File: src/core/lmcd_pkg.sv
// shared constants, encodings and carrier types for the lane mux control decoder
package lmcd_pkg;

  // ----------------------------------------------------------------
  // three-level pin encoding
  // ----------------------------------------------------------------
  localparam logic [1:0] TL_LOW = 2'h0;
  localparam logic [1:0] TL_HIGH = 2'h1;
  localparam logic [1:0] TL_FLOAT = 2'h2;

  // ----------------------------------------------------------------
  // register bus geometry and map (word indices; status also as byte address)
  // ----------------------------------------------------------------
  localparam int AW = 5;
  localparam int DW = 32;
  localparam int IW = 3;
  localparam int NWORDS = 5;
  localparam logic [IW-1:0] IDX_CTRL = 3'h0;
  localparam logic [IW-1:0] IDX_EQ_L0 = 3'h1;
  localparam logic [IW-1:0] IDX_EQ_L1 = 3'h2;
  localparam logic [IW-1:0] IDX_DE_L0 = 3'h3;
  localparam logic [IW-1:0] IDX_DE_L1 = 3'h4;
  localparam logic [IW-1:0] IDX_STATUS = 3'h5;
  localparam logic [AW-1:0] ADDR_STATUS = 5'h14;

  // ----------------------------------------------------------------
  // control word fields
  // ----------------------------------------------------------------
  localparam int CTRL_SWING_LSB = 0;
  localparam int CTRL_RATE_LSB = 2;
  localparam int CTRL_PD_LSB = 4;
  localparam int CTRL_THR_LSB = 8;
  localparam int THR_W = 4;
  // per-lane boost and emphasis words share one layout
  localparam int PORT_A_LSB = 0;
  localparam int PORT_B_LSB = 2;
  localparam int PORT_D_LSB = 4;

  // status word fields
  localparam int ST_MODE = 0;
  localparam int ST_ADDR_LSB = 1;
  localparam int ST_SWING_LSB = 5;
  localparam int ST_RATE_LSB = 7;
  localparam int ST_BCAST = 9;
  localparam int ST_PATH_LSB = 10;

  // ----------------------------------------------------------------
  // reset values
  // ----------------------------------------------------------------
  localparam logic [DW-1:0] CTRL_RST = 32'h0000_0008;
  localparam logic [DW-1:0] LANE_RST = 32'h0000_0000;

  // ----------------------------------------------------------------
  // output carrier per lane
  // ----------------------------------------------------------------
  typedef struct packed {
    logic [1:0] a_rx_boost;
    logic [1:0] b_rx_boost;
    logic [1:0] d_rx_boost;
    logic [1:0] a_tx_emphasis;
    logic [1:0] b_tx_emphasis;
    logic [1:0] d_tx_emphasis;
    logic a_input_sel;
    logic a_out_en;
    logic b_out_en;
    logic power_down;
  } lmcd_lane_cfg_t;

  // an unused fourth code is read as float: the pin is not driven hard
  function automatic logic [1:0] tl_level(input logic [1:0] code);
    tl_level = (code == TL_LOW || code == TL_HIGH) ? code : TL_FLOAT;
  endfunction

  // pulled-down pin: only a firm high reads as one
  function automatic logic pd_bit(input logic [1:0] code);
    pd_bit = (code == TL_HIGH);
  endfunction

endpackage

File: src/core/lmcd_regfile.sv
// small register store with registered read port
`timescale 1ns/1ps
module lmcd_regfile (
  input wire logic i_clk,
  input wire logic i_arst_n,
  input wire logic i_we,
  input wire logic [lmcd_pkg::IW-1:0] i_widx,
  input wire logic [lmcd_pkg::DW-1:0] i_wdata,
  input wire logic i_re,
  input wire logic i_rok,
  input wire logic [lmcd_pkg::IW-1:0] i_ridx,
  input wire logic [lmcd_pkg::DW-1:0] i_status,
  output logic [lmcd_pkg::DW-1:0] o_rdata,
  output logic [lmcd_pkg::NWORDS*lmcd_pkg::DW-1:0] o_words
);

  logic [lmcd_pkg::DW-1:0] word_q [lmcd_pkg::NWORDS];
  logic [lmcd_pkg::DW-1:0] rsel;
  logic [lmcd_pkg::DW-1:0] rdata_q;

  // ----------------------------------------------------------------
  // storage words
  // ----------------------------------------------------------------
  genvar g;
  generate
    for (g = 0; g < lmcd_pkg::NWORDS; g++) begin : g_word
      // control word resets to auto rate, lane words to lowest level
      always_ff @(posedge i_clk or negedge i_arst_n) begin
        if (!i_arst_n) begin
          word_q[g] <= (g == 0) ? lmcd_pkg::CTRL_RST : lmcd_pkg::LANE_RST;
        end else if (i_we && i_widx == (lmcd_pkg::IW)'(g)) begin
          word_q[g] <= i_wdata;
        end
      end
      assign o_words[g*lmcd_pkg::DW +: lmcd_pkg::DW] = word_q[g];
    end
  endgenerate

  // ----------------------------------------------------------------
  // read select, zero for blocked or unmapped access
  // ----------------------------------------------------------------
  assign rsel = !i_rok ? '0 :
                (i_ridx == lmcd_pkg::IDX_STATUS) ? i_status :
                (i_ridx < lmcd_pkg::NWORDS) ? word_q[i_ridx] : '0;

  // read data held until the next read is taken
  always_ff @(posedge i_clk or negedge i_arst_n) begin
    if (!i_arst_n) begin
      rdata_q <= '0;
    end else if (i_re) begin
      rdata_q <= rsel;
    end
  end

  assign o_rdata = rdata_q;

endmodule

File: src/core/lmcd_top.sv
// lane mux control decoder: source select, strap decode and path control
`timescale 1ns/1ps
module lmcd_top (
  input wire logic i_clk,
  input wire logic i_arst_n,
  // register bus
  input wire logic [lmcd_pkg::AW-1:0] i_avs_address,
  input wire logic i_avs_read,
  input wire logic i_avs_write,
  input wire logic [lmcd_pkg::DW-1:0] i_avs_writedata,
  input wire logic [3:0] i_avs_byteenable,
  output logic [lmcd_pkg::DW-1:0] o_avs_readdata,
  output logic o_avs_waitrequest,
  // pins, each as a two-bit level code
  input wire logic [1:0] i_mgmt_mode_select,
  input wire logic [1:0] i_port_a_rx_boost,
  input wire logic [1:0] i_port_b_rx_boost,
  input wire logic [1:0] i_port_d_rx_boost,
  input wire logic [1:0] i_port_a_tx_emphasis,
  input wire logic [1:0] i_port_b_tx_emphasis,
  input wire logic [1:0] i_port_d_tx_emphasis,
  input wire logic [1:0] i_rate_select,
  input wire logic [1:0] i_dside_idle_control,
  input wire logic [1:0] i_switch_side_idle_control,
  input wire logic [1:0] i_broadcast_select,
  input wire logic [1:0] i_lane0_path_select,
  input wire logic [1:0] i_lane1_path_select,
  input wire logic [1:0] i_swing_code_bit0,
  input wire logic [1:0] i_swing_code_bit1,
  // management bus engine side
  input wire logic i_mgmt_sda_pull_low,
  output logic o_mgmt_bus_en,
  output logic o_mgmt_sda_rx,
  output logic o_mgmt_scl_rx,
  output logic o_mgmt_sda_o,
  output logic o_mgmt_sda_oe,
  output logic [3:0] o_mgmt_target_addr,
  // decoded settings
  output lmcd_pkg::lmcd_lane_cfg_t o_lane0_cfg,
  output lmcd_pkg::lmcd_lane_cfg_t o_lane1_cfg,
  output logic [1:0] o_swing_code,
  output logic [1:0] o_rate_mode,
  output logic [1:0] o_dside_idle_mode,
  output logic [1:0] o_switch_side_idle_mode,
  output logic o_idle_thr_from_reg,
  output logic [lmcd_pkg::THR_W-1:0] o_idle_thr_code
);

  // ----------------------------------------------------------------
  // mode and pin decode
  // ----------------------------------------------------------------
  wire mode_mgmt;
  wire bcast;
  wire [1:0] path_sel;
  wire [1:0] pin_swing;
  wire [1:0] pin_rate;

  // mode pin is pulled down, so an open pin means pin mode
  assign mode_mgmt = lmcd_pkg::pd_bit(i_mgmt_mode_select);
  assign bcast = lmcd_pkg::pd_bit(i_broadcast_select);
  assign path_sel[0] = lmcd_pkg::pd_bit(i_lane0_path_select);
  assign path_sel[1] = lmcd_pkg::pd_bit(i_lane1_path_select);
  assign pin_swing = {lmcd_pkg::pd_bit(i_swing_code_bit1),
                      lmcd_pkg::pd_bit(i_swing_code_bit0)};
  // three-level pins keep the float state as its own code
  assign pin_rate = lmcd_pkg::tl_level(i_rate_select);

  // idle controls are honoured in both modes
  assign o_dside_idle_mode = lmcd_pkg::tl_level(i_dside_idle_control);
  assign o_switch_side_idle_mode = lmcd_pkg::tl_level(i_switch_side_idle_control);

  // ----------------------------------------------------------------
  // shared pins as management bus and address straps
  // ----------------------------------------------------------------
  // the bus engine sees an idle-high line outside management mode
  assign o_mgmt_bus_en = mode_mgmt;
  assign o_mgmt_scl_rx = mode_mgmt ? lmcd_pkg::pd_bit(i_port_b_tx_emphasis) : 1'b1;
  assign o_mgmt_sda_rx = mode_mgmt ? lmcd_pkg::pd_bit(i_port_b_rx_boost) : 1'b1;
  assign o_mgmt_sda_o = 1'b0; // open drain: only ever pulls low
  assign o_mgmt_sda_oe = mode_mgmt & i_mgmt_sda_pull_low;
  // address straps share the A and D strap pins, pulled down when open
  assign o_mgmt_target_addr = mode_mgmt ?
    {lmcd_pkg::pd_bit(i_port_d_tx_emphasis), lmcd_pkg::pd_bit(i_port_d_rx_boost),
     lmcd_pkg::pd_bit(i_port_a_tx_emphasis), lmcd_pkg::pd_bit(i_port_a_rx_boost)}
    : 4'h0;

  // ----------------------------------------------------------------
  // register bus slave
  // ----------------------------------------------------------------
  wire bus_req;
  wire [lmcd_pkg::IW-1:0] bus_idx;
  wire bus_aligned;
  wire bus_mapped;
  wire bus_writable;
  wire bus_we;
  wire bus_re;
  wire [lmcd_pkg::DW-1:0] old_word;
  wire [lmcd_pkg::DW-1:0] merged_wdata;
  wire [lmcd_pkg::DW-1:0] status_word;
  wire [lmcd_pkg::NWORDS*lmcd_pkg::DW-1:0] words;
  logic ack_q;
  logic ack_d;

  // every access waits exactly one cycle, then completes
  assign bus_req = i_avs_read | i_avs_write;
  assign o_avs_waitrequest = bus_req & ~ack_q;
  assign ack_d = bus_req & ~ack_q;

  always_ff @(posedge i_clk or negedge i_arst_n) begin
    if (!i_arst_n) begin
      ack_q <= 1'b0;
    end else begin
      ack_q <= ack_d;
    end
  end

  // address decode
  assign bus_idx = i_avs_address[lmcd_pkg::AW-1:2];
  assign bus_aligned = (i_avs_address[1:0] == 2'h0);
  assign bus_mapped = bus_aligned && (i_avs_address <= lmcd_pkg::ADDR_STATUS);
  assign bus_writable = bus_aligned && (bus_idx < lmcd_pkg::NWORDS);

  // pin mode locks the registers: writes dropped, reads return zero
  assign bus_we = i_avs_write & ack_q & mode_mgmt & bus_writable;
  assign bus_re = i_avs_read & ~ack_q;

  // byte lanes not enabled keep their old contents
  assign old_word = bus_writable ?
    words[bus_idx*lmcd_pkg::DW +: lmcd_pkg::DW] : '0;
  genvar b;
  generate
    for (b = 0; b < 4; b++) begin : g_lane
      assign merged_wdata[b*8 +: 8] = i_avs_byteenable[b] ?
        i_avs_writedata[b*8 +: 8] : old_word[b*8 +: 8];
    end
  endgenerate

  lmcd_regfile u_regs (
    .i_clk(i_clk),
    .i_arst_n(i_arst_n),
    .i_we(bus_we),
    .i_widx(bus_idx),
    .i_wdata(merged_wdata),
    .i_re(bus_re),
    .i_rok(mode_mgmt & bus_mapped),
    .i_ridx(bus_idx),
    .i_status(status_word),
    .o_rdata(o_avs_readdata),
    .o_words(words)
  );

  // ----------------------------------------------------------------
  // register fields
  // ----------------------------------------------------------------
  wire [lmcd_pkg::DW-1:0] ctrl_w;
  wire [lmcd_pkg::DW-1:0] eq_w [2];
  wire [lmcd_pkg::DW-1:0] de_w [2];

  assign ctrl_w = words[lmcd_pkg::IDX_CTRL*lmcd_pkg::DW +: lmcd_pkg::DW];
  assign eq_w[0] = words[lmcd_pkg::IDX_EQ_L0*lmcd_pkg::DW +: lmcd_pkg::DW];
  assign eq_w[1] = words[lmcd_pkg::IDX_EQ_L1*lmcd_pkg::DW +: lmcd_pkg::DW];
  assign de_w[0] = words[lmcd_pkg::IDX_DE_L0*lmcd_pkg::DW +: lmcd_pkg::DW];
  assign de_w[1] = words[lmcd_pkg::IDX_DE_L1*lmcd_pkg::DW +: lmcd_pkg::DW];

  // ----------------------------------------------------------------
  // global settings: source chosen by mode, no pipeline stage
  // ----------------------------------------------------------------
  // a register source change takes effect the cycle the mode pin moves
  assign o_swing_code = mode_mgmt ?
    ctrl_w[lmcd_pkg::CTRL_SWING_LSB +: 2] : pin_swing;
  assign o_rate_mode = mode_mgmt ?
    lmcd_pkg::tl_level(ctrl_w[lmcd_pkg::CTRL_RATE_LSB +: 2]) : pin_rate;
  // threshold code only counts in management mode; else the analog pin rules
  assign o_idle_thr_from_reg = mode_mgmt;
  assign o_idle_thr_code = mode_mgmt ?
    ctrl_w[lmcd_pkg::CTRL_THR_LSB +: lmcd_pkg::THR_W] : '0;

  // ----------------------------------------------------------------
  // per-lane settings
  // ----------------------------------------------------------------
  lmcd_pkg::lmcd_lane_cfg_t lane_cfg [2];
  genvar l;
  generate
    for (l = 0; l < 2; l++) begin : g_cfg
      // straps drive both lanes alike; registers give each lane its own
      assign lane_cfg[l].a_rx_boost = mode_mgmt ?
        lmcd_pkg::tl_level(eq_w[l][lmcd_pkg::PORT_A_LSB +: 2]) :
        lmcd_pkg::tl_level(i_port_a_rx_boost);
      assign lane_cfg[l].b_rx_boost = mode_mgmt ?
        lmcd_pkg::tl_level(eq_w[l][lmcd_pkg::PORT_B_LSB +: 2]) :
        lmcd_pkg::tl_level(i_port_b_rx_boost);
      assign lane_cfg[l].d_rx_boost = mode_mgmt ?
        lmcd_pkg::tl_level(eq_w[l][lmcd_pkg::PORT_D_LSB +: 2]) :
        lmcd_pkg::tl_level(i_port_d_rx_boost);
      assign lane_cfg[l].a_tx_emphasis = mode_mgmt ?
        lmcd_pkg::tl_level(de_w[l][lmcd_pkg::PORT_A_LSB +: 2]) :
        lmcd_pkg::tl_level(i_port_a_tx_emphasis);
      assign lane_cfg[l].b_tx_emphasis = mode_mgmt ?
        lmcd_pkg::tl_level(de_w[l][lmcd_pkg::PORT_B_LSB +: 2]) :
        lmcd_pkg::tl_level(i_port_b_tx_emphasis);
      assign lane_cfg[l].d_tx_emphasis = mode_mgmt ?
        lmcd_pkg::tl_level(de_w[l][lmcd_pkg::PORT_D_LSB +: 2]) :
        lmcd_pkg::tl_level(i_port_d_tx_emphasis);
      // path: one picks A, zero picks B
      assign lane_cfg[l].a_input_sel = path_sel[l];
      assign lane_cfg[l].a_out_en = bcast | path_sel[l];
      assign lane_cfg[l].b_out_en = bcast | ~path_sel[l];
      assign lane_cfg[l].power_down = mode_mgmt & ctrl_w[lmcd_pkg::CTRL_PD_LSB + l];
    end
  endgenerate

  assign o_lane0_cfg = lane_cfg[0];
  assign o_lane1_cfg = lane_cfg[1];

  // ----------------------------------------------------------------
  // status word: live view of the decoded state
  // ----------------------------------------------------------------
  assign status_word = {{(lmcd_pkg::DW - lmcd_pkg::ST_PATH_LSB - 2){1'b0}},
                        path_sel,
                        bcast,
                        o_rate_mode,
                        o_swing_code,
                        o_mgmt_target_addr,
                        mode_mgmt};

endmodule

File: config.mk
export PLATFORM = sky130hd
export DESIGN_NAME = lmcd_top
export DESIGN_NICKNAME = d
export VERILOG_FILES = /design/src/core/lmcd_pkg.sv /design/src/core/lmcd_regfile.sv /design/src/core/lmcd_top.sv
export SDC_FILE = /design/constraint.sdc
export NUM_CORES = 1
export LEC_CHECK = 0
export ABC_AREA = 1
export BUFFER_PORTS_ARGS = -buffer_cell sky130_fd_sc_hd__buf_2
export CORE_ASPECT_RATIO = 1.5
export CORE_MARGIN = 2
export CORE_UTILIZATION = 35
export CTS_BUF_LIST = sky130_fd_sc_hd__clkbuf_4 sky130_fd_sc_hd__clkbuf_8
export CTS_CLUSTER_DIAMETER = 200
export DETAILED_ROUTE_END_ITERATION = 6
export PLACE_DENSITY_LB_ADDON = 0.15
export REMOVE_ABC_BUFFERS = 1
export SLEW_MARGIN = 20
export SYNTH_ARGS = -nofsm -noshare
export SYNTH_HDL_FRONTEND = slang
export SYNTH_SLANG_ARGS = --single-unit
File: constraint.sdc
create_clock -name i_clk -period 2.1 [get_ports i_clk]
set_input_delay 0.21 -clock i_clk [delete_from_list [all_inputs] [get_ports i_clk]]
set_output_delay 0.21 -clock i_clk [all_outputs]
set_load 0.02 [all_outputs]
Yosys cells after proc, flatten, opt, wreduce, memory -nomap -nowiden
Cells that the tools add are included.
{"block": "word_totals", "register_bits": 193, "in_bits": 76, "out_inout_bits": 87, "wordCells": 166}
{"block": "op_classes", "n_lt_le_gt_ge": 3, "n_shift": 1, "bitwise": 18, "n_reduce_logical": 53, "muxes": 51, "eq_ne": 33}
{"cell": "32-bit two-way mux", "n": 6}
{"cell": "160-bit by 9-bit variable part select with 32-bit output", "n": 1}
{"cell": "32-bit binary-select mux with 3-bit select", "n": 1}
{"cell": "2-bit two-way mux", "n": 36}
{"cell": "2-bit by 1-bit equality test with 1-bit output, second input constant", "n": 28}
{"cell": "2-bit logical NOT", "n": 23}
{"cell": "8-bit two-way mux", "n": 4}
{"cell": "1-bit logical OR", "n": 22}
{"cell": "1-bit AND", "n": 9}
{"cell": "4-bit two-way mux", "n": 2}
{"cell": "1-bit logical AND", "n": 7}
{"cell": "3-bit by 2-bit equality test with 1-bit output, second input constant", "n": 2}
{"cell": "3-bit equality test, second input constant", "n": 2}
{"cell": "5-bit <= comparator, second input constant", "n": 1}
{"cell": "1-bit bitwise OR", "n": 5}
{"cell": "4-bit >= comparator, second input constant", "n": 1}
{"cell": "3-bit NOT with 4-bit output", "n": 1}
{"cell": "3-bit by 1-bit equality test with 1-bit output, second input constant", "n": 1}
{"cell": "3-bit logical NOT", "n": 1}
{"cell": "3-bit < comparator, second input constant", "n": 1}
{"cell": "1-bit NOT", "n": 3}
{"cell": "1-bit two-way mux", "n": 2}

Longest topological paths before layout
{"block": "depth", "depth_word": 7, "ltp_mapped": 13, "depth_no_buf": 11}

Modules after synthesis
A second synthesis with hierarchy kept.
{"block": "hier_totals", "cells_unflattened": 1923, "area_unflattened_um2": 12150.4}
{"mod": "lmcd_regfile", "seq_area_each_um2": 4805.9, "area_per_inst_um2": 9401.5, "instances": 1, "cells_each": 1244}
{"mod": "lmcd_top", "seq_area_each_um2": 25.0, "area_per_inst_um2": 2748.9, "instances": 1, "cells_each": 679}

Worst setup path after synthesis
Ideal clock, no wire load.
{"block": "synth_timing", "kind": "input-to-output", "start": "input i_mgmt_mode_select[1]", "end": "output o_lane1_cfg[10] in the netlist's numbering", "path_stages": 6, "required_ns": 1.890, "path_buffers": 3, "t_arrival_ns": 1.330, "setup_slack_ns": 0.560, "cell_sequence": "inv_1 nand2_1 buf_2 clkbuf_1 clkbuf_1 o21ai_0"}
{"item": "start: declaration", "line": "lmcd_top.sv:15", "text": "input wire logic [1:0] i_mgmt_mode_select,"}
{"item": "end: declaration", "line": "lmcd_top.sv:40", "text": "output lmcd_pkg::lmcd_lane_cfg_t o_lane1_cfg,"}

Final worst setup path
{"block": "layout_timing", "start": "input i_avs_write", "end": "output o_avs_waitrequest"}
{"block": "layout_between", "elab_chain_cells": 2}
{"item": "start: declaration", "line": "lmcd_top.sv:9", "text": "input wire logic i_avs_write,"}
{"item": "1-bit bitwise OR", "line": "lmcd_top.sv:105", "text": "assign bus_req = i_avs_read | i_avs_write;"}
{"item": "1-bit AND", "line": "lmcd_top.sv:106", "text": "assign o_avs_waitrequest = bus_req & ~ack_q;"}
{"item": "end: declaration", "line": "lmcd_top.sv:13", "text": "output logic o_avs_waitrequest,"}
Every way passes these cells.

==> flow_metrics.py <==
metrics = {
    "sta": {
        "relSlewSlack": 0.471,
        "post-route-period-util": 0.912,
        "setup_slack_ns": 0.185,
        "rsz0062_at_grt": "no",
        "min_period_ns": 1.91,
        "slew_violations": 0,
        "skew_ns": 0.0113,
        "final_hold_viol_count": 0,
        "finalSetupViolCount": 0,
        "tightest_slew_ns": 0.792,
        "timing.fmax_ghz": 0.522,
    },
    "route": {
        "vias": 9577,
        "drtPass1Iterations": 5,
        "final_antenna_net_count": 0,
        "drc": 0,
        "wirelength_mm": 32.1,
        "wire_per_inst_um": 15.9,
        "viasPerCell": 4.73,
        "drtIter0Drc": 724,
    },
    "clock_network": {
        "cts.htree.levels": 4,
        "post_cts_buffers": 0,
        "cts_tree": "done",
        "cts_hold_buf": 3,
        "path_clk_slew_ns": 0.09,
        "clk_latency_ns": 0.51,
        "clkSinkCount": 193,
        "clockBufferDepth": 2,
        "cts_resized": 0,
        "root_buffer": "clkbuf_8",
        "cts_made_buffers": 17,
    },
    "synthesis": {
        "ys_ff_latch": 193,
        "syn-instance-count": 1512,
        "netlist.area_leader.share": 0.478,
        "syn_avg_cell_area_um2": 6.64,
        "synth_top_area_cell": "dfrtp_1",
        "synth-warning-count": 0,
        "synth_area_leaders": "dfrtp_1, nand2_1, o21ai_0, inv_1, buf_2",
        "yosysSeqAreaShare": 0.481,
        "synth_area_um2": 10000,
        "ys_types": 23,
    },
    "layout": {
        "final_layout_size_suffix_gt1_frac": 0.155,
        "area_growth_pct": 17.7,
        "nets": 1738,
        "final_common_cell": "nand2_1",
        "layout_common_cells": "nand2_1, dfrtp_1, buf_2",
        "fillerInstances": 3065,
        "final_cells": 2026,
        "antenna_cells": 0,
    },
    "setup_path": {
        "cp-end-kind": "primary output",
        "critPathKind": "input pin to primary output",
        "worstPathRequired_ns": 1.89,
        "critical_path.startpoint_type": "input pin",
        "cp.arrival_ns": 1.70,
        "cp_max_fo": 2,
    },
    "power": {
        "total_power_w": 0.00720,
        "p_leak_nw": 7.26,
        "p_per_area_nw_per_um2": 609,
        "vdd_ir_drop_max_uv": 397,
    },
    "global_route": {
        "grt_start_max_net_pins": 61,
        "antenna_found_initial": 0,
        "overflow": 0,
        "grt_pass1_wl_mm": 51.4,
        "first_global_vias": 9300,
        "track_usage": 0.223,
    },
    "floorplan": {
        "fp.dieW_um": 142,
        "fp.dieH_um": 211,
        "rows": 76,
        "coreArea_um2": 28500,
        "initial_core_util": 0.352,
        "ios": 163,
        "die_area_um2": 30100,
    },
    "flow_run": {
        "max-cap-violations": 0,
    },
    "status": {
        "status": "complete, no violations",
    },
    "place": {
        "globalplace.congestion": 0.787,
        "post-place-ws_ns": 0.202,
        "dp_hpwl_mm": 20.2,
        "dp_cells": 1991,
        "port_buffers": 161,
    },
    "worst_hold_path": {
        "hp-class": "input pin to flip-flop",
    },
}
==> cells in the mapped netlist, drive strengths merged <==
cell type     n
buf          51
nor3          2
o31ai         1
conb          1
o21ai        43
dfstp         1
inv          58
clkbuf       28
nor2         39
nand2      1083
nand3         1
nand4         1
a21oi        11
dfrtp       192
==> report_power, final <==
group          internal, W  switching [W]  leakage, nW
combinational     0.000240       0.000551         4.36
sequential         0.00377      0.0000353         2.68
clock              0.00125        0.00135        0.216
==> critical path, cell delays in order <==
cell	delay [ns]
dlygate4sd3_1	0.52
buf_2	0.11
nor2_1	0.03
dlygate4sd3_1	0.54
nor2_1	0.11
buf_2	0.18
==> final cells by class <==
type	instances	area, um2	area share
Clock buffer	21	277	0.0234
Clock inverter	11	136	0.0115
Inverter	58	223	0.0188
Multi-Input combinational cell	1182	4580	0.387
Sequential cell	193	4830	0.408
Tap cell	351	439	0.0371
Timing Repair Buffer	210	1340	0.113
==> registers in the layout, indices dropped and copies added, names as in the netlist <==
signal and cells:
u_regs.o_words 160, u_regs.o_rdata 32, ack_q 1
==> stage by stage <==
stage                     hold WS (ns)   util  TNS (ns)  cell area, um2
after floorplan                -0.0856      -    -79.42            9630
after global placement           0.253  0.399         0           11400
after detailed placement         0.254  0.399         0           11400
after CTS                       0.0665  0.415         0           11800
after global routing             0.117  0.415         0           11800
final                           0.0960  0.415         0           11800
==> kinds of logic after synthesis <==
family	after synthesis	synth area share
simple gates	1126	0.427
buf+inv	137	0.0633
compound gates	55	0.0280
flops	193	0.481
other cells	1	0.000373
==> path summary, 6_finish.rpt <==
kind	slack (ns)	from	depth (start not counted)	endpoint
hold reg to reg	0.47	ack_q	1	ack_q
setup reg to reg	0.28	ack_q	9	u_regs.o_words[91]
max in group asynchronous	1.16	i_arst_n	3	u_regs.o_words[101]
setup / recovery	0.19	i_avs_write	6	o_avs_waitrequest
hold / removal	0.1	i_avs_writedata[24]	5	u_regs.o_words[88]
min in group asynchronous	0.26	i_arst_n	2	u_regs.o_words[75]
==> per-layer routing <==
metal	GRT usage	wire, um	vias up
met1	0.285	14300	4446
met4	0.0823	872	0
met3	0.0312	1370	49
li1	-	-	4807
met2	0.384	15600	275
met5	0	0	-
(Power assumes the default switching activity.)
